File: src/rtl/eebp_pkg.sv
// Purpose: Shared constants and types for the EEPROM block-protect checker
// Assumes: 32-bit classic Wishbone register access, word-aligned registers
// Notes:   Array and region bounds are absolute 16-bit CPU addresses
package eebp_pkg;

  // ********************************************************
  // Array geometry
  // ********************************************************
  localparam logic [15:0] ARRAY_BASE   = 16'h0800;
  localparam logic [15:0] ARRAY_LAST   = 16'h09ff;
  localparam logic [15:0] SECURE_FIRST = 16'h08f0;
  localparam logic [15:0] SECURE_LAST  = 16'h08ff;
  localparam int          BLOCK_LSB    = 7;
  localparam int          NUM_BLOCKS   = 4;

  // ********************************************************
  // Register map (byte addresses)
  // ********************************************************
  localparam logic [3:0] CTRL_OFS = 4'h0;
  localparam logic [3:0] REQ_OFS  = 4'h4;
  localparam logic [3:0] STAT_OFS = 4'h8;

  // Control register fields
  localparam int         CTRL_PROT_LSB = 0;
  localparam int         CTRL_SEC_BIT  = 4;
  localparam logic [3:0] PROT_RESET    = 4'hf;
  localparam logic       SEC_RESET     = 1'h0;

  // Request register fields
  localparam int REQ_ADDR_LSB = 0;
  localparam int REQ_OP_LSB   = 16;

  // Status register fields
  localparam int STAT_DONE_BIT   = 0;
  localparam int STAT_GRANT_BIT  = 1;
  localparam int STAT_DENY_LSB   = 8;

  // ********************************************************
  // Types
  // ********************************************************
  typedef enum logic [1:0] {
    OP_BYTE_PROG  = 2'h0,
    OP_BYTE_ERASE = 2'h1,
    OP_BLOCK_ERASE = 2'h2,
    OP_BULK_ERASE = 2'h3
  } eebp_op_t;

  typedef struct packed {
    eebp_op_t    op;
    logic [15:0] addr;
  } eebp_req_t;

endpackage

File: src/rtl/eebp_blk_chk.sv
// Purpose: Permission check for one 128-byte block of the array
// Assumes: Caller decodes which block and whether the secured window is hit
// Notes:   Purely combinational; the top registers every result
`timescale 1ns/1ps
module eebp_blk_chk (
  input  wire logic block_protect_bit_n_i,
  input  wire logic array_security_bit_i,
  input  wire logic secure_hit_i,
  output logic      byte_ok_o,
  output logic      erase_wide_ok_o
);

  // Byte program and byte erase: protect bit wins, then the secured window
  assign byte_ok_o = !block_protect_bit_n_i &&
                     !(!array_security_bit_i && secure_hit_i);

  // Block and bulk erase need the security bit set
  assign erase_wide_ok_o = !block_protect_bit_n_i &&
                           array_security_bit_i;

endmodule // eebp_blk_chk

File: src/rtl/eeprom_block_protect.sv
// Purpose: Grants or refuses EEPROM program/erase requests by protection
// Assumes: Single clock, requests arrive as writes to the request register
// Notes:   Only a granted request ever raises the high-voltage start pulse
`timescale 1ns/1ps

// Function
// - Protect bit 1 blocks program/erase; bit 0 permits, subject to security.
// - Protect bits 0..3 cover 0800-087F, 0880-08FF, 0900-097F, 0980-09FF.
// - Security 1, open block: program and block/byte erase allowed; bulk erase needs all four blocks open.
// - Security 0, open block: only byte program and byte erase allowed.
// - Security 0: nothing programmed or erased in 08F0-08FF, any protect bit.
// - Protected block refuses everything, whatever the security bit.
module eeprom_block_protect (
  input  wire logic        sys_clk_i,
  input  wire logic        reset_i,
  input  wire logic        wb_cyc_i,
  input  wire logic        wb_stb_i,
  input  wire logic        wb_we_i,
  input  wire logic [3:0]  wb_adr_i,
  input  wire logic [3:0]  wb_sel_i,
  input  wire logic [31:0] wb_dat_i,
  output logic [31:0]      wb_dat_o,
  output logic             wb_ack_o,
  output logic             hv_start_o,
  output eebp_pkg::eebp_req_t hv_req_o,
  output logic             req_refused_o,
  output logic [3:0]       block_protect_bits_o,
  output logic             array_security_bit_o
);

  // ********************************************************
  // State
  // ********************************************************
  logic                [31:0] dat_r, dat_nxt;
  logic                       ack_r, ack_nxt;
  logic                [3:0]  prot_r, prot_nxt;
  logic                       sec_r, sec_nxt;
  eebp_pkg::eebp_req_t        req_r, req_nxt;
  eebp_pkg::eebp_req_t        hv_r, hv_nxt;
  logic                       start_r, start_nxt;
  logic                       deny_r, deny_nxt;
  logic                       done_r, done_nxt;
  logic                       grant_r, grant_nxt;
  logic                [7:0]  deny_cnt_r, deny_cnt_nxt;

  // ********************************************************
  // Request decode
  // ********************************************************
  logic                access;
  logic                req_wr;
  eebp_pkg::eebp_req_t new_req;
  logic                in_array;
  logic                secure_hit;
  logic [1:0]          blk_idx;
  logic [3:0]          byte_ok;
  logic [3:0]          wide_ok;
  logic                allowed;

  assign access = wb_cyc_i && wb_stb_i && !ack_r;
  assign req_wr = access && wb_we_i && (wb_adr_i == eebp_pkg::REQ_OFS);

  // Lanes not selected keep the previous request fields
  always_comb begin
    new_req = req_r;
    if (wb_sel_i[0]) begin
      new_req.addr[7:0] = wb_dat_i[eebp_pkg::REQ_ADDR_LSB +: 8];
    end
    if (wb_sel_i[1]) begin
      new_req.addr[15:8] = wb_dat_i[eebp_pkg::REQ_ADDR_LSB + 8 +: 8];
    end
    if (wb_sel_i[2]) begin
      new_req.op = eebp_pkg::eebp_op_t'(wb_dat_i[eebp_pkg::REQ_OP_LSB +: 2]);
    end
  end

  // Decode the merged request so a partial write is judged on the
  // address that will actually be stored
  assign in_array = (new_req.addr >= eebp_pkg::ARRAY_BASE) &&
                    (new_req.addr <= eebp_pkg::ARRAY_LAST);
  assign secure_hit = (new_req.addr >= eebp_pkg::SECURE_FIRST) &&
                      (new_req.addr <= eebp_pkg::SECURE_LAST);
  assign blk_idx = new_req.addr[eebp_pkg::BLOCK_LSB +: 2];

  // ********************************************************
  // Per-block permission
  // ********************************************************
  // One checker per block keeps the protect and security logic in one
  // place; the decoded block index picks which result counts
  genvar g;
  generate
    for (g = 0; g < eebp_pkg::NUM_BLOCKS; g++) begin : g_blk
      eebp_blk_chk u_chk (
        .block_protect_bit_n_i (prot_r[g]),
        .array_security_bit_i  (sec_r),
        .secure_hit_i          (secure_hit),
        .byte_ok_o             (byte_ok[g]),
        .erase_wide_ok_o       (wide_ok[g])
      );
    end
  endgenerate

  // Bulk erase sweeps all four blocks, so every block must allow it
  always_comb begin
    allowed = 1'b0;
    case (new_req.op)
      eebp_pkg::OP_BYTE_PROG,
      eebp_pkg::OP_BYTE_ERASE: begin
        allowed = in_array && byte_ok[blk_idx];
      end
      eebp_pkg::OP_BLOCK_ERASE: begin
        allowed = in_array && wide_ok[blk_idx];
      end
      eebp_pkg::OP_BULK_ERASE: begin
        allowed = &wide_ok;
      end
      default: begin
        allowed = 1'b0;
      end
    endcase
  end

  // ********************************************************
  // Next state
  // ********************************************************
  always_comb begin
    ack_nxt      = access;
    dat_nxt      = 32'h0000_0000;
    prot_nxt     = prot_r;
    sec_nxt      = sec_r;
    req_nxt      = req_r;
    hv_nxt       = hv_r;
    start_nxt    = 1'b0;
    deny_nxt     = 1'b0;
    done_nxt     = done_r;
    grant_nxt    = grant_r;
    deny_cnt_nxt = deny_cnt_r;
    // Control bits all sit in lane 0; without it the write is ignored
    if (access && wb_we_i && (wb_adr_i == eebp_pkg::CTRL_OFS) &&
        wb_sel_i[0]) begin
      prot_nxt = wb_dat_i[eebp_pkg::CTRL_PROT_LSB +: 4];
      sec_nxt  = wb_dat_i[eebp_pkg::CTRL_SEC_BIT];
    end
    if (req_wr) begin
      req_nxt   = new_req;
      done_nxt  = 1'b1;
      grant_nxt = allowed;
      if (allowed) begin
        hv_nxt    = new_req;
        start_nxt = 1'b1;
      end else begin
        // Refusal never touches the high-voltage outputs
        deny_nxt     = 1'b1;
        // Counter wraps at 8 bits; software reads differences
        deny_cnt_nxt = deny_cnt_r + 8'h01;
      end
    end
    // Read data is registered so that it stands exactly with ack
    if (access && !wb_we_i) begin
      case (wb_adr_i)
        eebp_pkg::CTRL_OFS: begin
          dat_nxt[eebp_pkg::CTRL_PROT_LSB +: 4] = prot_r;
          dat_nxt[eebp_pkg::CTRL_SEC_BIT]       = sec_r;
        end
        eebp_pkg::REQ_OFS: begin
          dat_nxt[eebp_pkg::REQ_ADDR_LSB +: 16] = req_r.addr;
          dat_nxt[eebp_pkg::REQ_OP_LSB +: 2]    = req_r.op;
        end
        eebp_pkg::STAT_OFS: begin
          dat_nxt[eebp_pkg::STAT_DONE_BIT]     = done_r;
          dat_nxt[eebp_pkg::STAT_GRANT_BIT]    = grant_r;
          dat_nxt[eebp_pkg::STAT_DENY_LSB +: 8] = deny_cnt_r;
        end
        default: begin
          dat_nxt = 32'h0000_0000;
        end
      endcase
    end
  end

  // ********************************************************
  // Registers
  // ********************************************************
  // Reset leaves every block locked and security clear, the safe state
  // until software opens the array on purpose
  always_ff @(posedge sys_clk_i or posedge reset_i) begin
    if (reset_i) begin
      ack_r      <= 1'b0;
      dat_r      <= 32'h0000_0000;
      prot_r     <= eebp_pkg::PROT_RESET;
      sec_r      <= eebp_pkg::SEC_RESET;
      req_r      <= '0;
      hv_r       <= '0;
      start_r    <= 1'b0;
      deny_r     <= 1'b0;
      done_r     <= 1'b0;
      grant_r    <= 1'b0;
      deny_cnt_r <= 8'h00;
    end else begin
      ack_r      <= ack_nxt;
      dat_r      <= dat_nxt;
      prot_r     <= prot_nxt;
      sec_r      <= sec_nxt;
      req_r      <= req_nxt;
      hv_r       <= hv_nxt;
      start_r    <= start_nxt;
      deny_r     <= deny_nxt;
      done_r     <= done_nxt;
      grant_r    <= grant_nxt;
      deny_cnt_r <= deny_cnt_nxt;
    end
  end

  // Every output is a register copy; no decode reaches a pin
  assign wb_ack_o             = ack_r;
  assign wb_dat_o             = dat_r;
  assign hv_start_o           = start_r;
  assign hv_req_o             = hv_r;
  assign req_refused_o        = deny_r;
  assign block_protect_bits_o = prot_r;
  assign array_security_bit_o = sec_r;

endmodule // eeprom_block_protect

File: config.mk
export PLATFORM = sky130hd
export DESIGN_NAME = eeprom_block_protect
export DESIGN_NICKNAME = d
export VERILOG_FILES = /design/src/rtl/eebp_pkg.sv /design/src/rtl/eebp_blk_chk.sv /design/src/rtl/eeprom_block_protect.sv
export SDC_FILE = /design/constraint.sdc
export NUM_CORES = 1
export LEC_CHECK = 0
export BUFFER_PORTS_ARGS = -buffer_cell sky130_fd_sc_hd__buf_2
export CORE_ASPECT_RATIO = 1.4
export CORE_UTILIZATION = 48
export CTS_BUF_LIST = sky130_fd_sc_hd__clkbuf_4 sky130_fd_sc_hd__clkbuf_8
export CTS_CLUSTER_SIZE = 28
export DETAILED_ROUTE_END_ITERATION = 16
export HOLD_SLACK_MARGIN = 0.06
export PLACE_DENSITY = 0.88
export SLEW_MARGIN = 20
export SYNTH_ARGS = -nofsm -noshare
export SYNTH_HDL_FRONTEND = slang
export SYNTH_SLANG_ARGS = --single-unit
File: constraint.sdc
create_clock -name sys_clk_i -period 2.4 [get_ports sys_clk_i]
set_input_delay 0.48 -clock sys_clk_i [delete_from_list [all_inputs] [get_ports sys_clk_i]]
set_output_delay 0.48 -clock sys_clk_i [all_outputs]
set_load 0.02 [all_outputs]
==> run_results.csv, run 1 <==
group,metric,value,unit
outcome,run_status,"complete, no violations",
layout,final_layout_size_suffix_gt1_frac,0.490,
layout,instances_no_fill,443,
route,routed_wl,6570,um
synthesis,synth-warning-count,0,
power,internal-power,1.90,mW
clock_network,cts.hold.buffers_added,0,
power,power.sequential.fraction,0.522,
job,maxCapViolations,0,
layout,nNetsFinal,392,
synthesis,synth_cell_types,42,
synthesis,synth_area_per_cell,12.9,um2
power,power.static_leakage,2.13,nW
clock_network,path_clk_slew,0.08,ns
route,avgRoutedWirePerCell,14.8,um
clock_network,cts_post_setup_buffers_inserted,0,
route,drt_pre_antenna_iters,5,
global_routing,global_route_wire_length_before_repair,10900,um
layout,utilization,0.604,
placement,dp_worst_setup_slack,-0.0953,ns
route,post-route-drc-count,0,
setup_path,worstPathMaxFanout,8,
clock_network,clk_root_buffer_cell,"sky130_fd_sc_hd__clkbuf_8",
clock_network,cts.sink_count,72,
power,power.switching,604,uW
route,antenna_left,0,
die,die_height,101,um
sta,max_freq,0.433,GHz
synthesis,synth_cells,259,
placement,port_buffers,73,
min_path,min-delay-path-class,"primary input to asynchronous set/reset pin",
clock_network,clock_insertion_delay_worst_skew,0.34,ns
sta,final-max-slew-violation-count,0,
clock_network,ctsLongestPathBuffers,2,
placement,finalWeightedCongestion,0.776,
power,worst_ir_drop_vdd,430,uV
placement,detailedPlacementHpwl,4930,um
power,powerDensity,623,nW/um2
layout,filler_cell_count,573,
clock_network,tritoncts,"built",
placement,dp.cells,427,
synthesis,ys_ff_latch,72,
sta,fin_crit,2.31,ns
sta,worst_clock_skew,0.0125,ns
sta,report.final.setup_viol,0,
clock_network,cts_made_buffers,9,
layout,final_common_cell,"sky130_fd_sc_hd__buf_2",
die,design.portCount,103,
setup_path,worstSetupPathType,"register to register",
die,placeableCoreArea,6660,um2
synthesis,synth-edff-count,0,
setup_path,crit_path_start_kind,"register",
synthesis,synthFlopType,"sky130_fd_sc_hd__dfrtp_1",
route,avgViaCountPerCell,5.17,
clock_network,postCtsResizedCells,0,
sta,hold_ws,0.211,ns
die,placement_rows,35,
sta,period_share,0.962,
power,combPwrFrac,0.101,
global_routing,first_global_vias,2325,
power,fraction_of_power_spent_switching_nets,0.241,
global_routing,global_route.overflow_total,0,
synthesis,synth.cell_area,3330,um2
global_routing,antenna_found_initial,0,
sta,setup-tns-final,0,ns
setup_path,critical_path_required,2.58,ns
setup_path,crit_arrival,2.49,ns
setup_path,rr_worst_depth,6,
die,dieWidth,72.4,um
synthesis,async_flop_share,1.00,
global_routing,pin_count_of_the_biggest_net_entering_global_routing,73,
synthesis,synth-seq-area-share,0.542,
global_routing,groute.usage.overall,0.196,
layout,insertedDiodeCount,0,
route,dr_total_vias,2289,
layout,final_cell_mix,"sky130_fd_sc_hd__buf_2 (73), sky130_fd_sc_hd__dfrtp_1 (68), sky130_fd_sc_hd__mux2_2 (55)",
setup_path,timing.critical_path.to_type,"register",
die,start_util,0.501,
layout,area_growth_syn_to_layout,20.7,%
route,drtIter0Drc,123,
sta,finalWorstSetupSlack,0.0906,ns
die,die_area,7290,um2
clock_network,htree_levels,3,
sta,hold_violations,0,
sta,timing.slew.headroom,0.569,
sta,rsz_0062_raised_after_global_routing,"no",
sta,worst_slew_pin_slew,0.630,ns
power,clkPwrFrac,0.377,
-- synth_stat cells (2+ instances only) --
library cell                instances  area, um2
sky130_fd_sc_hd__mux2i_1            5       50.1
sky130_fd_sc_hd__dfstp_2            4        105
sky130_fd_sc_hd__o21ai_0            2       10.0
sky130_fd_sc_hd__dfrtp_1           68       1700
sky130_fd_sc_hd__a211oi_1           3       22.5
sky130_fd_sc_hd__nand3_1            5       25.0
sky130_fd_sc_hd__nand4_1            3       18.8
sky130_fd_sc_hd__buf_6              2       22.5
sky130_fd_sc_hd__and3_1             2       12.5
sky130_fd_sc_hd__a31oi_1            2       12.5
sky130_fd_sc_hd__a22oi_1           12       90.1
sky130_fd_sc_hd__inv_1              6       22.5
sky130_fd_sc_hd__nor2_1            20       75.1
sky130_fd_sc_hd__a21oi_1            2       10.0
sky130_fd_sc_hd__mux2_2            55        619
sky130_fd_sc_hd__clkbuf_8           2       27.5
sky130_fd_sc_hd__nor4b_1            2       17.5
sky130_fd_sc_hd__nand2_1            7       26.3
sky130_fd_sc_hd__xor2_1             7       61.3
sky130_fd_sc_hd__nor4_1             3       18.8
sky130_fd_sc_hd__a222oi_1           2       20.0
sky130_fd_sc_hd__and2_1             5       31.3
sky130_fd_sc_hd__a2111oi_0          3       26.3
sky130_fd_sc_hd__clkbuf_1           2       7.51
sky130_fd_sc_hd__buf_4             18        135
-- state kept, by name, summed over array words and instances, names as in the netlist, 4 cells and up --
register	flops
block_protect_bits_o	4
deny_cnt_r	8
hv_req_o	18
req_r	18
wb_dat_o	18
-- per-layer routing --
| layer | vias to the layer above | track usage | wire [um] |
|---|---|---|---|
| li1 | 1073 | - | - |
| met1 | 1134 | 0.241 | 2630 |
| met2 | 74 | 0.340 | 3580 |
| met3 | 8 | 0.0440 | 268 |
| met4 | 0 | 0.0618 | 92 |
| met5 | - | 0 | 0 |
-- critical path, stage by stage (launching register included) --
cell and delay, ns:
sky130_fd_sc_hd__dfrtp_1 0.44, sky130_fd_sc_hd__nor4b_1 0.29, sky130_fd_sc_hd__a31oi_1 0.12, sky130_fd_sc_hd__a211o_2 0.28, sky130_fd_sc_hd__a21o_2 0.28, sky130_fd_sc_hd__a2111oi_0 0.60, sky130_fd_sc_hd__xor2_1 0.13
-- kinds of logic after synthesis --
kind of cell / share of synthesized area
xor gates and xnor gates: 0.0184
adders and majority gates: 0.00375
other: 0.00113
buffers and inverters: 0.0661
DFF: 0.542
AOI/OAI and AO/OA: 0.0751
muxes: 0.201
and+or+nand+nor: 0.0927
-- cell type report --
type | count | area, um2 | area share
multi-input combinational | 169 | 1360 | 0.337
clock buffer | 15 | 200 | 0.0498
timing repair buffer | 88 | 515 | 0.128
inverter | 6 | 22.5 | 0.00560
clock inverter | 1 | 7.51 | 0.00187
tap | 92 | 115 | 0.0286
sequential | 72 | 1810 | 0.449
-- power groups by stage --
| stage | Sequential (mW) | Clock [mW] | Combinational (mW) |
|---|---|---|---|
| finish | 1.31 | 0.946 | 0.253 |
| global route | 1.31 | 1.02 | 0.280 |
| CTS | 1.31 | 0.966 | 0.255 |
| detailed placement | 1.33 | 0 | 0.252 |
| global placement | 1.33 | 0 | 0.244 |
| floorplan | 1.32 | 0 | 0.187 |
-- per-stage QoR --
| step | total power [mW] | cell area (um2) |
|---|---|---|
| floorplan | 1.51 | 3380 |
| global placement | 1.57 | 3810 |
| detailed placement | 1.58 | 3810 |
| CTS | 2.53 | 4020 |
| global route | 2.62 | 4020 |
| finish | 2.51 | 4020 |
-- final timing paths --
check	from	end	slack (ns)
min in group sys_clk_i	wb_dat_i[3]	req_r[3]	0.40
hold / removal	reset_i	wb_dat_o[8]	0.21
max in group asynchronous	reset_i	block_protect_bits_o[1]	1.85
setup reg to reg	req_r[9]	deny_cnt_r[6]	0.09
setup / recovery	req_r[9]	deny_cnt_r[6]	0.09
hold reg to reg	deny_cnt_r[7]	deny_cnt_r[7]	0.48
Power figures use the tool's default switching activity.
==> run 2: changes to the inputs <==
- PLACE_DENSITY: 0.88 -> 0.79
==> run_results.csv, run 2 (synthesis results as in run 1) <==
group,metric,value,unit
outcome,run_status,"complete, no violations",
setup_path,worst_path_largest_cell_delay,0.38,ns
clock_network,cts_post_setup_buffers_inserted,0,
global_routing,pin_count_of_the_biggest_net_entering_global_routing,73,
sta,setup-tns-final,0,ns
sta,worst_slew_pin_slew,0.514,ns
setup_path,critical_path_required,2.63,ns
placement,dp.cells,432,
layout,nNetsFinal,397,
global_routing,global_route_wire_length_before_repair,10700,um
route,routed_wl,6740,um
layout,filler_cell_count,573,
layout,multiInputGateArea,1360,um2
route,drtIter0Drc,146,
clock_network,cts.sink_count,72,
global_routing,groute.usage.overall,0.197,
setup_path,crit_slowest_cell,"sky130_fd_sc_hd__dfrtp_1",
job,maxCapViolations,0,
layout,summed_area_of_non_filler_cells_in_the_final_layout,4050,um2
layout,utilization,0.608,
placement,port_buffers,73,
placement,finalWeightedCongestion,0.835,
sta,max_freq,0.452,GHz
clock_network,postCtsResizedCells,0,
die,die_height,101,um
layout,instances_no_fill,447,
sta,worst_clock_skew,0.0108,ns
die,placement_rows,35,
setup_path,critPathTopFamily,"compound AO/OA/AOI/OAI gates",
setup_path,worstPathMaxFanout,5,
layout,insertedDiodeCount,0,
layout,final_cell_mix,"sky130_fd_sc_hd__buf_2 (73), sky130_fd_sc_hd__dfrtp_1 (68), sky130_fd_sc_hd__mux2_2 (55)",
route,post-route-drc-count,0,
min_path,min-delay-path-class,"primary input to asynchronous set/reset pin",
route,dr_total_vias,2311,
power,powerDensity,624,nW/um2
clock_network,tritoncts,"built",
power,power.static_leakage,2.16,nW
clock_network,ctsLongestPathBuffers,2,
layout,final_common_cell,"sky130_fd_sc_hd__buf_2",
setup_path,cp_num_buf_inv,1,
route,drt_pre_antenna_iters,4,
setup_path,timing.critical_path.to_type,"register",
placement,dpl-instance-area,3850,um2
layout,register_area,1810,um2
sta,report.final.setup_viol,0,
clock_network,cts.hold.buffers_added,0,
setup_path,worstSetupPathType,"register to register",
die,dieWidth,72.4,um
sta,hold_violations,0,
clock_network,cts_made_buffers,9,
placement,detailedPlacementHpwl,4880,um
sta,fin_crit,2.21,ns
sta,rsz_0062_raised_after_global_routing,"no",
power,report.power.total,2.53,mW
sta,period_share,0.922,
power,worst_ir_drop_vdd,327,uV
setup_path,path_cells,"nor4b_1 -> a31oi_1 -> a211o_2 -> a21o_2 -> buf_4 -> a21oi_1 -> mux2_2",
placement,dp_worst_setup_slack,0.0187,ns
clock_network,clk_root_buffer_cell,"sky130_fd_sc_hd__clkbuf_8",
clock_network,path_clk_slew,0.07,ns
die,placeableCoreArea,6660,um2
route,antenna_left,0,
global_routing,first_global_vias,2207,
sta,finalWorstSetupSlack,0.188,ns
sta,timing.slew.headroom,0.648,
layout,area_growth_syn_to_layout,21.5,%
die,design.portCount,103,
setup_path,crit_arrival,2.44,ns
sta,final-max-slew-violation-count,0,
clock_network,htree_levels,3,
die,start_util,0.501,
layout,final_layout_size_suffix_gt1_frac,0.496,
sta,hold_ws,0.201,ns
route,avgRoutedWirePerCell,15.1,um
clock_network,clock_insertion_delay_worst_skew,0.35,ns
setup_path,crit_path_start_kind,"register",
global_routing,antenna_found_initial,0,
route,avgViaCountPerCell,5.17,
global_routing,global_route.overflow_total,0,
die,die_area,7290,um2
[run 2: report_power, final]
group | switching, mW | leakage [nW] | internal [mW]
clock | 0.408 | 0.104 | 0.550
combinational | 0.143 | 1.08 | 0.116
sequential | 0.0459 | 0.976 | 1.26
[run 2: per-layer routing]
layer / routed length, um / vias up / GRT usage
met1: 2730 / 1151 / 0.227
met4: 84 / 0 / 0.0845
met3: 289 / 8 / 0.0500
met5: 0 / - / 0
li1: - / 1087 / -
met2: 3640 / 65 / 0.343
[run 2: final cells by class]
type                            instances  area share
Clock buffer                           14      0.0414
Timing Repair Buffer                   93       0.137
Clock inverter                          1     0.00741
Multi-Input combinational cell        169       0.335
Inverter                                6     0.00556
Sequential cell                        72       0.446
Tap cell                               92      0.0284
[run 2: path summary, 6_finish.rpt]
kind	start	slack [ns]	depth (start not counted)	end
setup / recovery	req_r[10]	0.19	7	deny_cnt_r[1]
hold / removal	reset_i	0.20	3	hv_req_o[14]
setup reg to reg	req_r[10]	0.19	7	deny_cnt_r[1]
hold reg to reg	wb_ack_o	0.46	1	wb_ack_o
max in group asynchronous	reset_i	1.86	3	block_protect_bits_o[2]
min in group sys_clk_i	wb_stb_i	0.39	3	wb_ack_o
[run 2: tightest hold or removal path, delay by kind of cell]
family | cells | cell delay, ns
buffers and inverters | 3 | 0.48
